## config.mk

```make
export PLATFORM = sky130hd
export DESIGN_NAME = uer_rx_channel
export DESIGN_NICKNAME = d
export VERILOG_FILES = /design/src/include/uer_pkg.sv /design/src/hdl/uer_mck_tick.sv /design/src/hdl/uer_pin_sync.sv /design/src/hdl/uer_rx_channel.sv
export SDC_FILE = /design/constraint.sdc
export NUM_CORES = 1
export LEC_CHECK = 0
export BUFFER_PORTS_ARGS = -buffer_cell sky130_fd_sc_hd__buf_2
export CORE_MARGIN = 8
export CORE_UTILIZATION = 30
export DETAILED_ROUTE_END_ITERATION = 7
export GPL_TIMING_DRIVEN = 1
export SYNTH_ARGS = -nofsm -noshare
export SYNTH_HDL_FRONTEND = slang
export SYNTH_SLANG_ARGS = --single-unit
```

## constraint.sdc

```tcl
create_clock -name clk_in -period 3.15 [get_ports clk_in]
set_input_delay 0 -clock clk_in [delete_from_list [all_inputs] [get_ports clk_in]]
set_output_delay 0 -clock clk_in [all_outputs]
set_load 0.005 [all_outputs]
```

## src/include/uer_pkg.sv

```systemverilog
package uer_pkg;

	// Register byte offsets, one aligned 32-bit word each
	localparam logic [5:0] OFF_DATA = 6'h00;
	localparam logic [5:0] OFF_STATUS = 6'h04;
	localparam logic [5:0] OFF_CLEAR = 6'h08;
	localparam logic [5:0] OFF_START = 6'h0c;
	localparam logic [5:0] OFF_STOP = 6'h10;
	localparam logic [5:0] OFF_ENABLE = 6'h14;
	localparam logic [5:0] OFF_MODE = 6'h18;
	localparam logic [5:0] OFF_INT_STAT = 6'h1c;
	localparam logic [5:0] OFF_INT_MASK = 6'h20;

	// channel_data_reg fields
	localparam int DIV_MSB = 15;
	localparam int DIV_LSB = 9;
	localparam int DATA_BITS = 8;

	// channel_status_reg / flag_clear_trigger_reg fields
	localparam int ST_OVR = 0;
	localparam int ST_PAR = 1;
	localparam int ST_FRM = 2;
	localparam int ST_BFF = 5;

	// Mode register fields
	localparam int MODE_PAR_EN = 0;
	localparam int MODE_PAR_ODD = 1;

	// Interrupt status / mask fields
	localparam int INT_RX = 0;
	localparam int INT_ERR = 1;

	// Start, stop and enable-status bit of this channel
	localparam int CH_BIT = 0;

	// Reset values
	localparam logic [6:0] DIV_RST = 7'h40;
	localparam logic [1:0] MODE_RST = 2'h0;
	localparam logic [1:0] INT_MASK_RST = 2'h0;

	// Operation clock: system clock divided down to an enable pulse
	localparam int unsigned CLK_HZ = 100_000_000;
	localparam int unsigned MCK_HZ = 50_000_000;
	localparam logic [7:0] MCK_DIV = 8'(CLK_HZ / MCK_HZ);

	typedef struct packed {
		logic framing;
		logic parity;
		logic overrun;
	} uer_err_t;

	typedef enum logic [4:0] {
		RX_IDLE = 5'b00001,
		RX_START = 5'b00010,
		RX_DATA = 5'b00100,
		RX_PAR = 5'b01000,
		RX_STOP = 5'b10000
	} uer_rx_state_t;

endpackage : uer_pkg

```

## src/hdl/uer_mck_tick.sv

```systemverilog
`timescale 1ns/1ps
module uer_mck_tick (
	input wire logic clk_in, // System clock
	input wire logic resetn_in, // Async reset, active low
	output logic tick_out // One-cycle operation clock enable
);
	logic [7:0] cnt_ff;
	logic tick_ff;

	always_ff @(posedge clk_in or negedge resetn_in) begin
		if (!resetn_in) begin
			cnt_ff <= 8'h00;
			tick_ff <= 1'b0;
		end else if (cnt_ff == uer_pkg::MCK_DIV - 8'h01) begin
			cnt_ff <= 8'h00;
			tick_ff <= 1'b1;
		end else begin
			cnt_ff <= cnt_ff + 8'h01;
			tick_ff <= 1'b0;
		end
	end

	assign tick_out = tick_ff;
endmodule : uer_mck_tick

```

## src/hdl/uer_pin_sync.sv

```systemverilog
`timescale 1ns/1ps
module uer_pin_sync (
	input wire logic clk_in, // System clock
	input wire logic resetn_in, // Async reset, active low
	input wire logic pin_in, // Asynchronous pin
	output logic level_out // Filtered level, idles high
);
	logic s1_ff;
	logic s2_ff;
	logic s3_ff;
	logic level_ff;

	always_ff @(posedge clk_in or negedge resetn_in) begin
		if (!resetn_in) begin
			s1_ff <= 1'b1;
			s2_ff <= 1'b1;
			s3_ff <= 1'b1;
		end else begin
			s1_ff <= pin_in;
			s2_ff <= s1_ff;
			s3_ff <= s2_ff;
		end
	end

	// A change is taken only once the last two stages agree
	always_ff @(posedge clk_in or negedge resetn_in) begin
		if (!resetn_in) begin
			level_ff <= 1'b1;
		end else if (s2_ff == s3_ff) begin
			level_ff <= s3_ff;
		end
	end

	assign level_out = level_ff;
endmodule : uer_pin_sync

```

## src/hdl/uer_rx_channel.sv

```systemverilog
`timescale 1ns/1ps
module uer_rx_channel (
	input wire logic clk_in, // System clock, 100 MHz
	input wire logic resetn_in, // Async reset, active low
	input wire logic [5:0] avs_address_in, // Byte address
	input wire logic avs_read_in, // Read request
	input wire logic avs_write_in, // Write request
	input wire logic [31:0] avs_writedata_in, // Write data
	input wire logic [3:0] avs_byteenable_in, // Write byte lanes
	output logic [31:0] avs_readdata_out, // Read data
	output logic avs_waitrequest_out, // Slave stall
	input wire logic rxd_in, // Serial receive pin
	output logic irq_out, // Level interrupt
	output logic channel_enabled_out // Channel enable status
);
	logic tick;
	logic rxd_s;
	logic waitreq_ff;
	logic [31:0] rdata_ff;
	logic [31:0] nxt_rdata;
	logic [31:0] wmask;
	logic [31:0] wbits;
	logic done_rd;
	logic done_wr;
	logic [6:0] div_ff;
	logic [1:0] mode_ff;
	logic en_ff;
	logic [uer_pkg::DATA_BITS-1:0] buf_ff;
	logic bff_ff;
	uer_pkg::uer_err_t err_ff;
	uer_pkg::uer_err_t err_set;
	uer_pkg::uer_err_t err_clr;
	logic [1:0] int_stat_ff;
	logic [1:0] int_mask_ff;
	logic [1:0] int_set;
	logic irq_ff;
	uer_pkg::uer_rx_state_t state_ff;
	logic [8:0] cnt_ff;
	logic [2:0] bitn_ff;
	logic [7:0] shift_ff;
	logic par_acc_ff;
	logic [8:0] half_cnt;
	logic [8:0] full_cnt;
	logic rx_done;
	logic stop_wr;
	logic start_wr;
	logic clr_wr;
	logic data_rd;

	function automatic logic hit(input logic [5:0] addr, input logic [5:0] off);
		hit = (addr == off);
	endfunction : hit

	uer_mck_tick u_tick (
		.clk_in(clk_in),
		.resetn_in(resetn_in),
		.tick_out(tick)
	);

	uer_pin_sync u_sync (
		.clk_in(clk_in),
		.resetn_in(resetn_in),
		.pin_in(rxd_in),
		.level_out(rxd_s)
	);

	// Bus: request seen with waitrequest high, answered one cycle later
	assign done_rd = avs_read_in && !waitreq_ff;
	assign done_wr = avs_write_in && !waitreq_ff;
	assign wmask = {{8{avs_byteenable_in[3]}}, {8{avs_byteenable_in[2]}},
		{8{avs_byteenable_in[1]}}, {8{avs_byteenable_in[0]}}};
	assign wbits = avs_writedata_in & wmask;
	assign data_rd = done_rd && hit(avs_address_in, uer_pkg::OFF_DATA);
	assign clr_wr = done_wr && hit(avs_address_in, uer_pkg::OFF_CLEAR);
	assign stop_wr = done_wr && hit(avs_address_in, uer_pkg::OFF_STOP)
		&& wbits[uer_pkg::CH_BIT];
	assign start_wr = done_wr && hit(avs_address_in, uer_pkg::OFF_START)
		&& wbits[uer_pkg::CH_BIT];

	always_ff @(posedge clk_in or negedge resetn_in) begin
		if (!resetn_in) begin
			waitreq_ff <= 1'b1;
		end else begin
			waitreq_ff <= !((avs_read_in || avs_write_in) && waitreq_ff);
		end
	end

	always_comb begin
		nxt_rdata = 32'h0000_0000;
		unique case (avs_address_in)
			uer_pkg::OFF_DATA: begin
				nxt_rdata[uer_pkg::DIV_MSB:uer_pkg::DIV_LSB] = div_ff;
				nxt_rdata[7:0] = buf_ff;
			end
			uer_pkg::OFF_STATUS: begin
				nxt_rdata[uer_pkg::ST_BFF] = bff_ff;
				nxt_rdata[uer_pkg::ST_FRM] = err_ff.framing;
				nxt_rdata[uer_pkg::ST_PAR] = err_ff.parity;
				nxt_rdata[uer_pkg::ST_OVR] = err_ff.overrun;
			end
			uer_pkg::OFF_ENABLE: nxt_rdata[uer_pkg::CH_BIT] = en_ff;
			uer_pkg::OFF_MODE: nxt_rdata[1:0] = mode_ff;
			uer_pkg::OFF_INT_STAT: nxt_rdata[1:0] = int_stat_ff;
			uer_pkg::OFF_INT_MASK: nxt_rdata[1:0] = int_mask_ff;
			default: nxt_rdata = 32'h0000_0000;
		endcase
	end

	// Read data is latched while stalled so it stands at the answering edge
	always_ff @(posedge clk_in or negedge resetn_in) begin
		if (!resetn_in) begin
			rdata_ff <= 32'h0000_0000;
		end else if (avs_read_in && waitreq_ff) begin
			rdata_ff <= nxt_rdata;
		end
	end

	// Software configuration
	always_ff @(posedge clk_in or negedge resetn_in) begin
		if (!resetn_in) begin
			div_ff <= uer_pkg::DIV_RST;
			mode_ff <= uer_pkg::MODE_RST;
			int_mask_ff <= uer_pkg::INT_MASK_RST;
		end else if (done_wr) begin
			if (hit(avs_address_in, uer_pkg::OFF_DATA) && avs_byteenable_in[1]) begin
				div_ff <= avs_writedata_in[uer_pkg::DIV_MSB:uer_pkg::DIV_LSB];
			end
			if (hit(avs_address_in, uer_pkg::OFF_MODE) && avs_byteenable_in[0]) begin
				mode_ff <= avs_writedata_in[1:0];
			end
			if (hit(avs_address_in, uer_pkg::OFF_INT_MASK) && avs_byteenable_in[0]) begin
				int_mask_ff <= avs_writedata_in[1:0];
			end
		end
	end

	// Channel start and stop triggers; stop wins if both arrive together
	always_ff @(posedge clk_in or negedge resetn_in) begin
		if (!resetn_in) begin
			en_ff <= 1'b0;
		end else if (stop_wr) begin
			en_ff <= 1'b0;
		end else if (start_wr) begin
			en_ff <= 1'b1;
		end
	end

	// Half a bit is k ticks, a whole bit 2k ticks, k = divider + 1
	assign half_cnt = {2'b00, div_ff};
	assign full_cnt = {div_ff + 7'h01 == 7'h00, div_ff + 7'h01, 1'b0} - 9'h001;

	always_ff @(posedge clk_in or negedge resetn_in) begin
		if (!resetn_in) begin
			state_ff <= uer_pkg::RX_IDLE;
			cnt_ff <= 9'h000;
			bitn_ff <= 3'h0;
			shift_ff <= 8'h00;
			par_acc_ff <= 1'b0;
		end else if (!en_ff || stop_wr) begin
			state_ff <= uer_pkg::RX_IDLE;
		end else if (tick) begin
			if (state_ff != uer_pkg::RX_IDLE && cnt_ff != 9'h000) begin
				cnt_ff <= cnt_ff - 9'h001;
			end else begin
				unique case (state_ff)
					uer_pkg::RX_IDLE: begin
						if (!rxd_s) begin
							state_ff <= uer_pkg::RX_START;
							cnt_ff <= half_cnt;
						end
					end
					uer_pkg::RX_START: begin
						// A start bit gone high by mid-bit was a glitch
						if (rxd_s) begin
							state_ff <= uer_pkg::RX_IDLE;
						end else begin
							state_ff <= uer_pkg::RX_DATA;
							cnt_ff <= full_cnt;
							bitn_ff <= 3'h0;
							par_acc_ff <= mode_ff[uer_pkg::MODE_PAR_ODD];
						end
					end
					uer_pkg::RX_DATA: begin
						shift_ff <= {rxd_s, shift_ff[7:1]};
						par_acc_ff <= par_acc_ff ^ rxd_s;
						cnt_ff <= full_cnt;
						bitn_ff <= bitn_ff + 3'h1;
						if (bitn_ff == 3'h7) begin
							state_ff <= mode_ff[uer_pkg::MODE_PAR_EN] ?
								uer_pkg::RX_PAR : uer_pkg::RX_STOP;
						end
					end
					uer_pkg::RX_PAR: begin
						par_acc_ff <= par_acc_ff ^ rxd_s;
						cnt_ff <= full_cnt;
						state_ff <= uer_pkg::RX_STOP;
					end
					uer_pkg::RX_STOP: begin
						state_ff <= uer_pkg::RX_IDLE;
					end
				endcase
			end
		end
	end

	// Stop bit latched at its own mid-point ends the frame
	assign rx_done = en_ff && !stop_wr && tick && state_ff == uer_pkg::RX_STOP
		&& cnt_ff == 9'h000;

	always_comb begin
		err_set.framing = rx_done && !rxd_s;
		err_set.parity = rx_done && mode_ff[uer_pkg::MODE_PAR_EN] && par_acc_ff;
		err_set.overrun = rx_done && bff_ff && !data_rd;
		err_clr.framing = clr_wr && wbits[uer_pkg::ST_FRM];
		err_clr.parity = clr_wr && wbits[uer_pkg::ST_PAR];
		err_clr.overrun = clr_wr && wbits[uer_pkg::ST_OVR];
	end

	// Overrun keeps the newest character; the older one is lost
	always_ff @(posedge clk_in or negedge resetn_in) begin
		if (!resetn_in) begin
			buf_ff <= 8'h00;
			bff_ff <= 1'b0;
		end else if (rx_done) begin
			buf_ff <= shift_ff;
			bff_ff <= 1'b1;
		end else if (data_rd) begin
			bff_ff <= 1'b0;
		end
	end

	// Sticky flags, a new error wins over a simultaneous clear
	always_ff @(posedge clk_in or negedge resetn_in) begin
		if (!resetn_in) begin
			err_ff <= '0;
		end else begin
			err_ff <= (err_ff & ~err_clr) | err_set;
		end
	end

	assign int_set[uer_pkg::INT_RX] = rx_done;
	assign int_set[uer_pkg::INT_ERR] = |err_set;

	always_ff @(posedge clk_in or negedge resetn_in) begin
		if (!resetn_in) begin
			int_stat_ff <= 2'h0;
			irq_ff <= 1'b0;
		end else begin
			if (done_wr && hit(avs_address_in, uer_pkg::OFF_INT_STAT)) begin
				int_stat_ff <= (int_stat_ff & ~wbits[1:0]) | int_set;
			end else begin
				int_stat_ff <= int_stat_ff | int_set;
			end
			irq_ff <= |(int_stat_ff & int_mask_ff);
		end
	end

	assign avs_readdata_out = rdata_ff;
	assign avs_waitrequest_out = waitreq_ff;
	assign irq_out = irq_ff;
	assign channel_enabled_out = en_ff;
endmodule : uer_rx_channel

```

## After elaboration in Yosys (flattened, before gate mapping)

Cells that the tools add are included.

| word-level totals | value |
|---|---|
| logic and storage cells | 150 |
| register bits | 82 |
| input bits | 47 |
| output and inout bits | 35 |

| operators by class | value |
|---|---|
| $add $sub $neg | 5 |
| reductions and logical operators | 56 |
| equal/unequal tests | 23 |
| bitwise logic cells | 12 |
| mux-type cells | 30 |

Operators with widths:

| kind | count |
|---|---|
| 2-to-1 mux 5 bit | 6 |
| logical AND 1 bit | 27 |
| 2-to-1 mux 9 bit | 3 |
| one-hot mux 9 bit (3 select lines) | 1 |
| one-hot mux 5 bit (5 select lines) | 1 |
| equality test 6 x 5 -> 1 bit, second input constant | 4 |
| subtractor 9 x 1 -> 9 bit, second input constant | 2 |
| AND reduction 5 bit | 3 |
| equality test 6 x 4 -> 1 bit, second input constant | 2 |
| != test 3 bit, second input constant | 4 |
| nonzero test 2 bit | 5 |
| zero test 9 bit | 1 |
| nonzero test 9 bit | 1 |
| adder 8 x 1 -> 8 bit, second input constant | 1 |
| equality test 8 x 1 -> 1 bit, second input constant | 1 |
| 2-to-1 mux 8 bit | 1 |
| AND reduction 4 bit | 2 |
| adder 7 x 1 -> 7 bit, second input constant | 1 |
| zero test 7 bit | 1 |
| 2-to-1 mux 7 bit | 1 |
| AND 3 bit | 2 |
| equality test 6 x 3 -> 1 bit, second input constant | 1 |
| equality test 6 bit, second input constant | 1 |
| zero test 1 bit | 6 |
| other kinds (30) | 48 |

## Longest topological paths before layout

| depth | value |
|---|---|
| depth after elaboration | 14 |
| depth in mapped cells | 7 |
| depth with buffers taken out | 7 |

## By module

Synthesis repeated with hierarchy kept, for this count alone.

| unflattened totals | value |
|---|---|
| cell total of the unflattened synthesis | 436 |
| area, all modules | 4443.0 um2 |

Modules (own cells, without submodules):

| module | sequential area each (um2) | area each (um2) | cells each | instances |
|---|---|---|---|---|
| uer_rx_channel | 1730.4 | 3935.0 | 401 | 1 |
| uer_mck_tick | 225.2 | 391.6 | 30 | 1 |
| uer_pin_sync | 105.1 | 116.4 | 5 | 1 |

## Worst setup path after synthesis

Ideal clock, no wire load.

| timing | value |
|---|---|
| path kind | register -> register |
| from | reg state_ff[0] |
| to | reg cnt_ff[1] |
| clock period less this slack | 2.184 ns |
| arrival | 2.059 ns |
| slack | 0.966 ns |
| path buffers | 1 |
| stages on the path, launching flop included | 7 |
| library setup time | 0.125 ns |
| required time | 3.025 ns |
| path through | dfstp_2 -> or4b_4 -> o21ai_0 -> or2_2 -> buf_6 -> nor2_4 -> mux2_4 |

| on the way | value |
|---|---|
| longest elaborated chain between the ends | 4 |
| elaborated cells between the ends (all ways) | 13 |
| classes of those cells | 7 x eq/ne; 2 x mux; 4 x reduce/logical |

RTL lines:

| item | line | RTL |
|---|---|---|
| from (decl) | uer_rx_channel.sv:37 | `uer_pkg::uer_rx_state_t state_ff;` |
| from (signal assigned) | uer_rx_channel.sv:154 | `state_ff <= uer_pkg::RX_IDLE;` |
| from (signal assigned) | uer_rx_channel.sv:160 | `state_ff <= uer_pkg::RX_IDLE;` |
| from (signal assigned) | uer_rx_channel.sv:168 | `state_ff <= uer_pkg::RX_START;` |
| equality test 5 x 3 -> 1 bit, or another cell as far along | uer_rx_channel.sv:165 | `unique case (state_ff)` |
| OR reduction 2 bit (no source line) or logical AND 1 bit (tied branches) | -- |  |
| nonzero test 4 bit (no source line), or another cell as far along | -- |  |
| AND reduction 5 bit (no source line) or 2-to-1 mux 9 bit (tied branches) | -- |  |
| to (signal assigned) | uer_rx_channel.sv:163 | `cnt_ff <= cnt_ff - 9'h001;` |
| to (signal assigned) | uer_rx_channel.sv:169 | `cnt_ff <= half_cnt;` |
| to (signal assigned) | uer_rx_channel.sv:178 | `cnt_ff <= full_cnt;` |
| to (decl) | uer_rx_channel.sv:38 | `logic [8:0] cnt_ff;` |

Several ways; a longest one is shown, not always the timed one.
A chain may end at the register's enable or synchronous reset.

## Worst setup path in the final report

| timing | value |
|---|---|
| from | reg state_ff[2] |
| to | reg cnt_ff[6] |

The elaborated chain is that of the path after synthesis.

==> flow_summary_export.csv <==
group,metric,value,unit
sta,min_period_over_period,79.2,%
flow_run,maxCapViolations,0,
sta,setup_violations,0,
sta,fin_setup_tns,0,ns
synthesis,yosysWarnings,0,
setup_path,critPathLaunchType,"register",
synthesis,synth_common_cells,"75 x dfrtp_1, 69 x nand2_1, 38 x o21ai_0",
synthesis,synth_area,4490,um^2
sta,fin_hold_ws,0.0341,ns
synthesis,synth_top_cells_by_area,"dfrtp_1 42%, nand2_1 5.8%, mux2_2 5.3%",
synthesis,synth_area_per_cell,9.81,um^2
finish,n_antenna_cell,0,
status,status,"complete, no violations",
finish,n_fill_cell,1466,
setup_path,crit_chain,"or4b_4 > or2_0 > nand2_1 > o311ai_0 > a32o_1",
synthesis,post-synth-top-area-fraction,41.8,%
clock_tree,cts_made_buffers,9,
setup_path,worstPathMaxFanout,12,
floorplanning,io_pins,82,
setup_path,crit_required,3.38,ns
synthesis,synth_xor_xnor_area_share,2.53,%
placed_design,dp.final_hpwl,7510,um
global_routing,grt_use_total,11.0,%
global_routing,antenna_found_initial,0,
clock_tree,htreeDepth,3,
detailed_routing,drc,0,
floorplanning,core,14600,um^2
finish,syn_to_final_growth,15.8,%
sta,slew_headroom,30.6,%
detailed_routing,dr_total_vias,3594,
synthesis,synth.area.mux_share,7.15,%
clock_tree,cts_tree,"built",
synthesis,syn_inst,458,
clock_tree,cts_resized,0,
global_routing,grt.overflow.total,0,
global_routing,grt_max_degree,83,
synthesis,synth_area_leader_cell,"dfrtp_1",
floorplanning,die_w,138,um
floorplanning,die_y,138,um
setup_path,end_kind,"register",
detailed_routing,wl,10500,um
sta,rsz0062_at_grt,"no",
placed_design,place_congestion,0.873,
clock_tree,cts.clk_slew.worst_paths,0.06,ns
detailed_routing,vias_per_cell,5.20,
finish,drive_above_1_share,20.5,%
sta,report.final.slew_viol_count,0,
finish,design_area,5210,um^2
sta,period_needed,2.50,ns
clock_tree,ctsHoldBuffers,15,
clock_tree,insertion_delay,0.34,ns
synthesis,synth_compound_gate_area_share,15.8,%
synthesis,synth-simple-area-share,19.9,%
clock_tree,cts_setup_buffers,0,
clock_tree,cts.sinks,82,
worst_hold_path,hp-class,"in -> reg",
sta,fin_worst_skew,0.00824,ns
clock_tree,clockRootBuffer,"clkbuf_16",
sta,tightest_slew,1.04,ns
clock_tree,cts_buffer_depth,2,
global_routing,grt_pass1_vias,3502,
setup_path,crit_buf_inv,0,
sta,hold_viol_final,0,
power,ir_worst_vdd,0.373,mV
floorplanning,die-area,19200,um^2
synthesis,netlist-cell-type-count,78,
setup_path,critPathSlowestCell,"or4b_4",
detailed_routing,ant_nets,0,
synthesis,synth_seq_area_share,45.9,%
synthesis,synth_top_family_by_area,"simple AND/OR/NAND/NOR gates",
placed_design,placed_area,4780,um^2
floorplanning,floorplan.rows,44,
synthesis,synth_top_flop_cell,"dfrtp_1",
synthesis,synth-edff-count,0,
setup_path,critical_path.max_stage_delay,0.59,ns
detailed_routing,drt_iter0_markers,220,
detailed_routing,drtPass1Iterations,5,
global_routing,grt_pass1_wl,17800,um
power,leakage,2.31,nW
finish,multi_input_area,2220,um^2
power,powerDensity,578,nW/um^2
placed_design,numPortBuffers,40,
detailed_routing,wl_per_cell,15.2,um
synthesis,synthAdderAreaFrac,2.45,%
floorplanning,start_util,30.8,%
finish,fin_nets,558,
synthesis,synthArstFlopShare,100,%
sta,max_freq,0.401,GHz
finish,seqCellArea,2060,um^2
setup_path,cp.arrival,2.72,ns
setup_path,crit_type,"reg -> reg",
setup_path,crit_family,"simple AND/OR/NAND/NOR gates",
placed_design,dp.cells,661,
synthesis,synth_seq_cells,82,
synthesis,synth_most_common_cell,"dfrtp_1",
finish,fin_cells,691,
finish,utilization,35.7,%
## where the power goes
part | internal (mW) | switching (mW)
sequential | 1.16 | 0.162
combinational | 0.313 | 0.386
clock | 0.555 | 0.431
total | 2.03 | 0.978
## sequential cells by signal, indices dropped and copies added, names as in the netlist
| register | flops |
|---|---|
| bff_ff | 1 |
| cnt_ff | 9 |
| div_ff | 7 |
| u_sync.s2_ff | 1 |
| int_mask_ff | 2 |
| u_sync.level_out | 1 |
| shift_ff | 8 |
| u_sync.s3_ff | 1 |
| bitn_ff | 3 |
| irq_out | 1 |
| buf_ff | 8 |
| mode_ff | 2 |
| avs_readdata_out | 15 |
| avs_waitrequest_out | 1 |
| int_stat_ff | 2 |
| par_acc_ff | 1 |
| channel_enabled_out | 1 |
| state_ff | 5 |
| u_tick.tick_out | 1 |
| err_ff | 3 |
| u_sync.s1_ff | 1 |
| u_tick.cnt_ff | 8 |
## kinds of logic after synthesis
kind of cell / count (synthesis)
XOR/XNOR: 13
other: 1
buffers and inverters: 51
flip-flops: 82
AND/OR/NAND/NOR: 172
multiplexers: 29
AO/OA/AOI/OAI: 101
adder cells (fa/ha/maj): 9
## per-layer routing
layer | GRT usage, % | wire length, um | up-vias
met5 | 0 | 0 | -
met4 | 2.86 | 93 | 0
met3 | 3.94 | 716 | 11
met2 | 17.2 | 5000 | 116
met1 | 14.0 | 4710 | 1755
li1 | - | - | 1712
## final timing paths
kind | from | to | slack [ns] | cells past startpoint
setup / recovery | state_ff[2] | cnt_ff[6] | 0.65 | 5
hold / removal | avs_address_in[5] | int_mask_ff[0] | 0.03 | 3
setup reg to reg | state_ff[2] | cnt_ff[6] | 0.65 | 5
hold reg to reg | u_sync.s1_ff | u_sync.s2_ff | 0.36 | 0
max in group asynchronous | resetn_in | cnt_ff[1] | 2.10 | 2
min in group asynchronous | resetn_in | u_tick.cnt_ff[7] | 0.39 | 2
## cell type report
cell class / count / area share, %
clock buffers: 10 / 4.59
clock inverters: 5 / 0.769
inverters: 10 / 0.721
multi-input cells: 341 / 42.6
flip-flops and latches: 82 / 39.6
well taps: 184 / 4.42
repair buffers: 59 / 7.35
## through the flow
stage,setup WS (ns),total power [mW]
final,0.654,3.01
after global routing,0.541,3.19
after CTS,0.671,3.04
after detailed placement,0.679,2.02
after global placement,0.736,2.00
after floorplan,0.966,1.85
## worst register-to-register path: stages (launching register included)
cell and delay [ns]:
dfrtp_1 0.53, or4b_4 0.59, or2_0 0.41, nand2_1 0.30, o311ai_0 0.23, a32o_1 0.32
## cells in the final DEF, fill, tap and decap left out, types with 8 or more instances in the layout
cell,count
conb_1,17
clkbuf_16,9
o21ai_0,38
xnor2_1,8
nor2_1,19
buf_2,39
ha_1,8
nand2_1,69
mux2_2,21
nor3_1,15
dfrtp_1,75
dlygate4sd3_1,15
nand2b_1,9
inv_1,10
(Power assumes the default switching activity.)
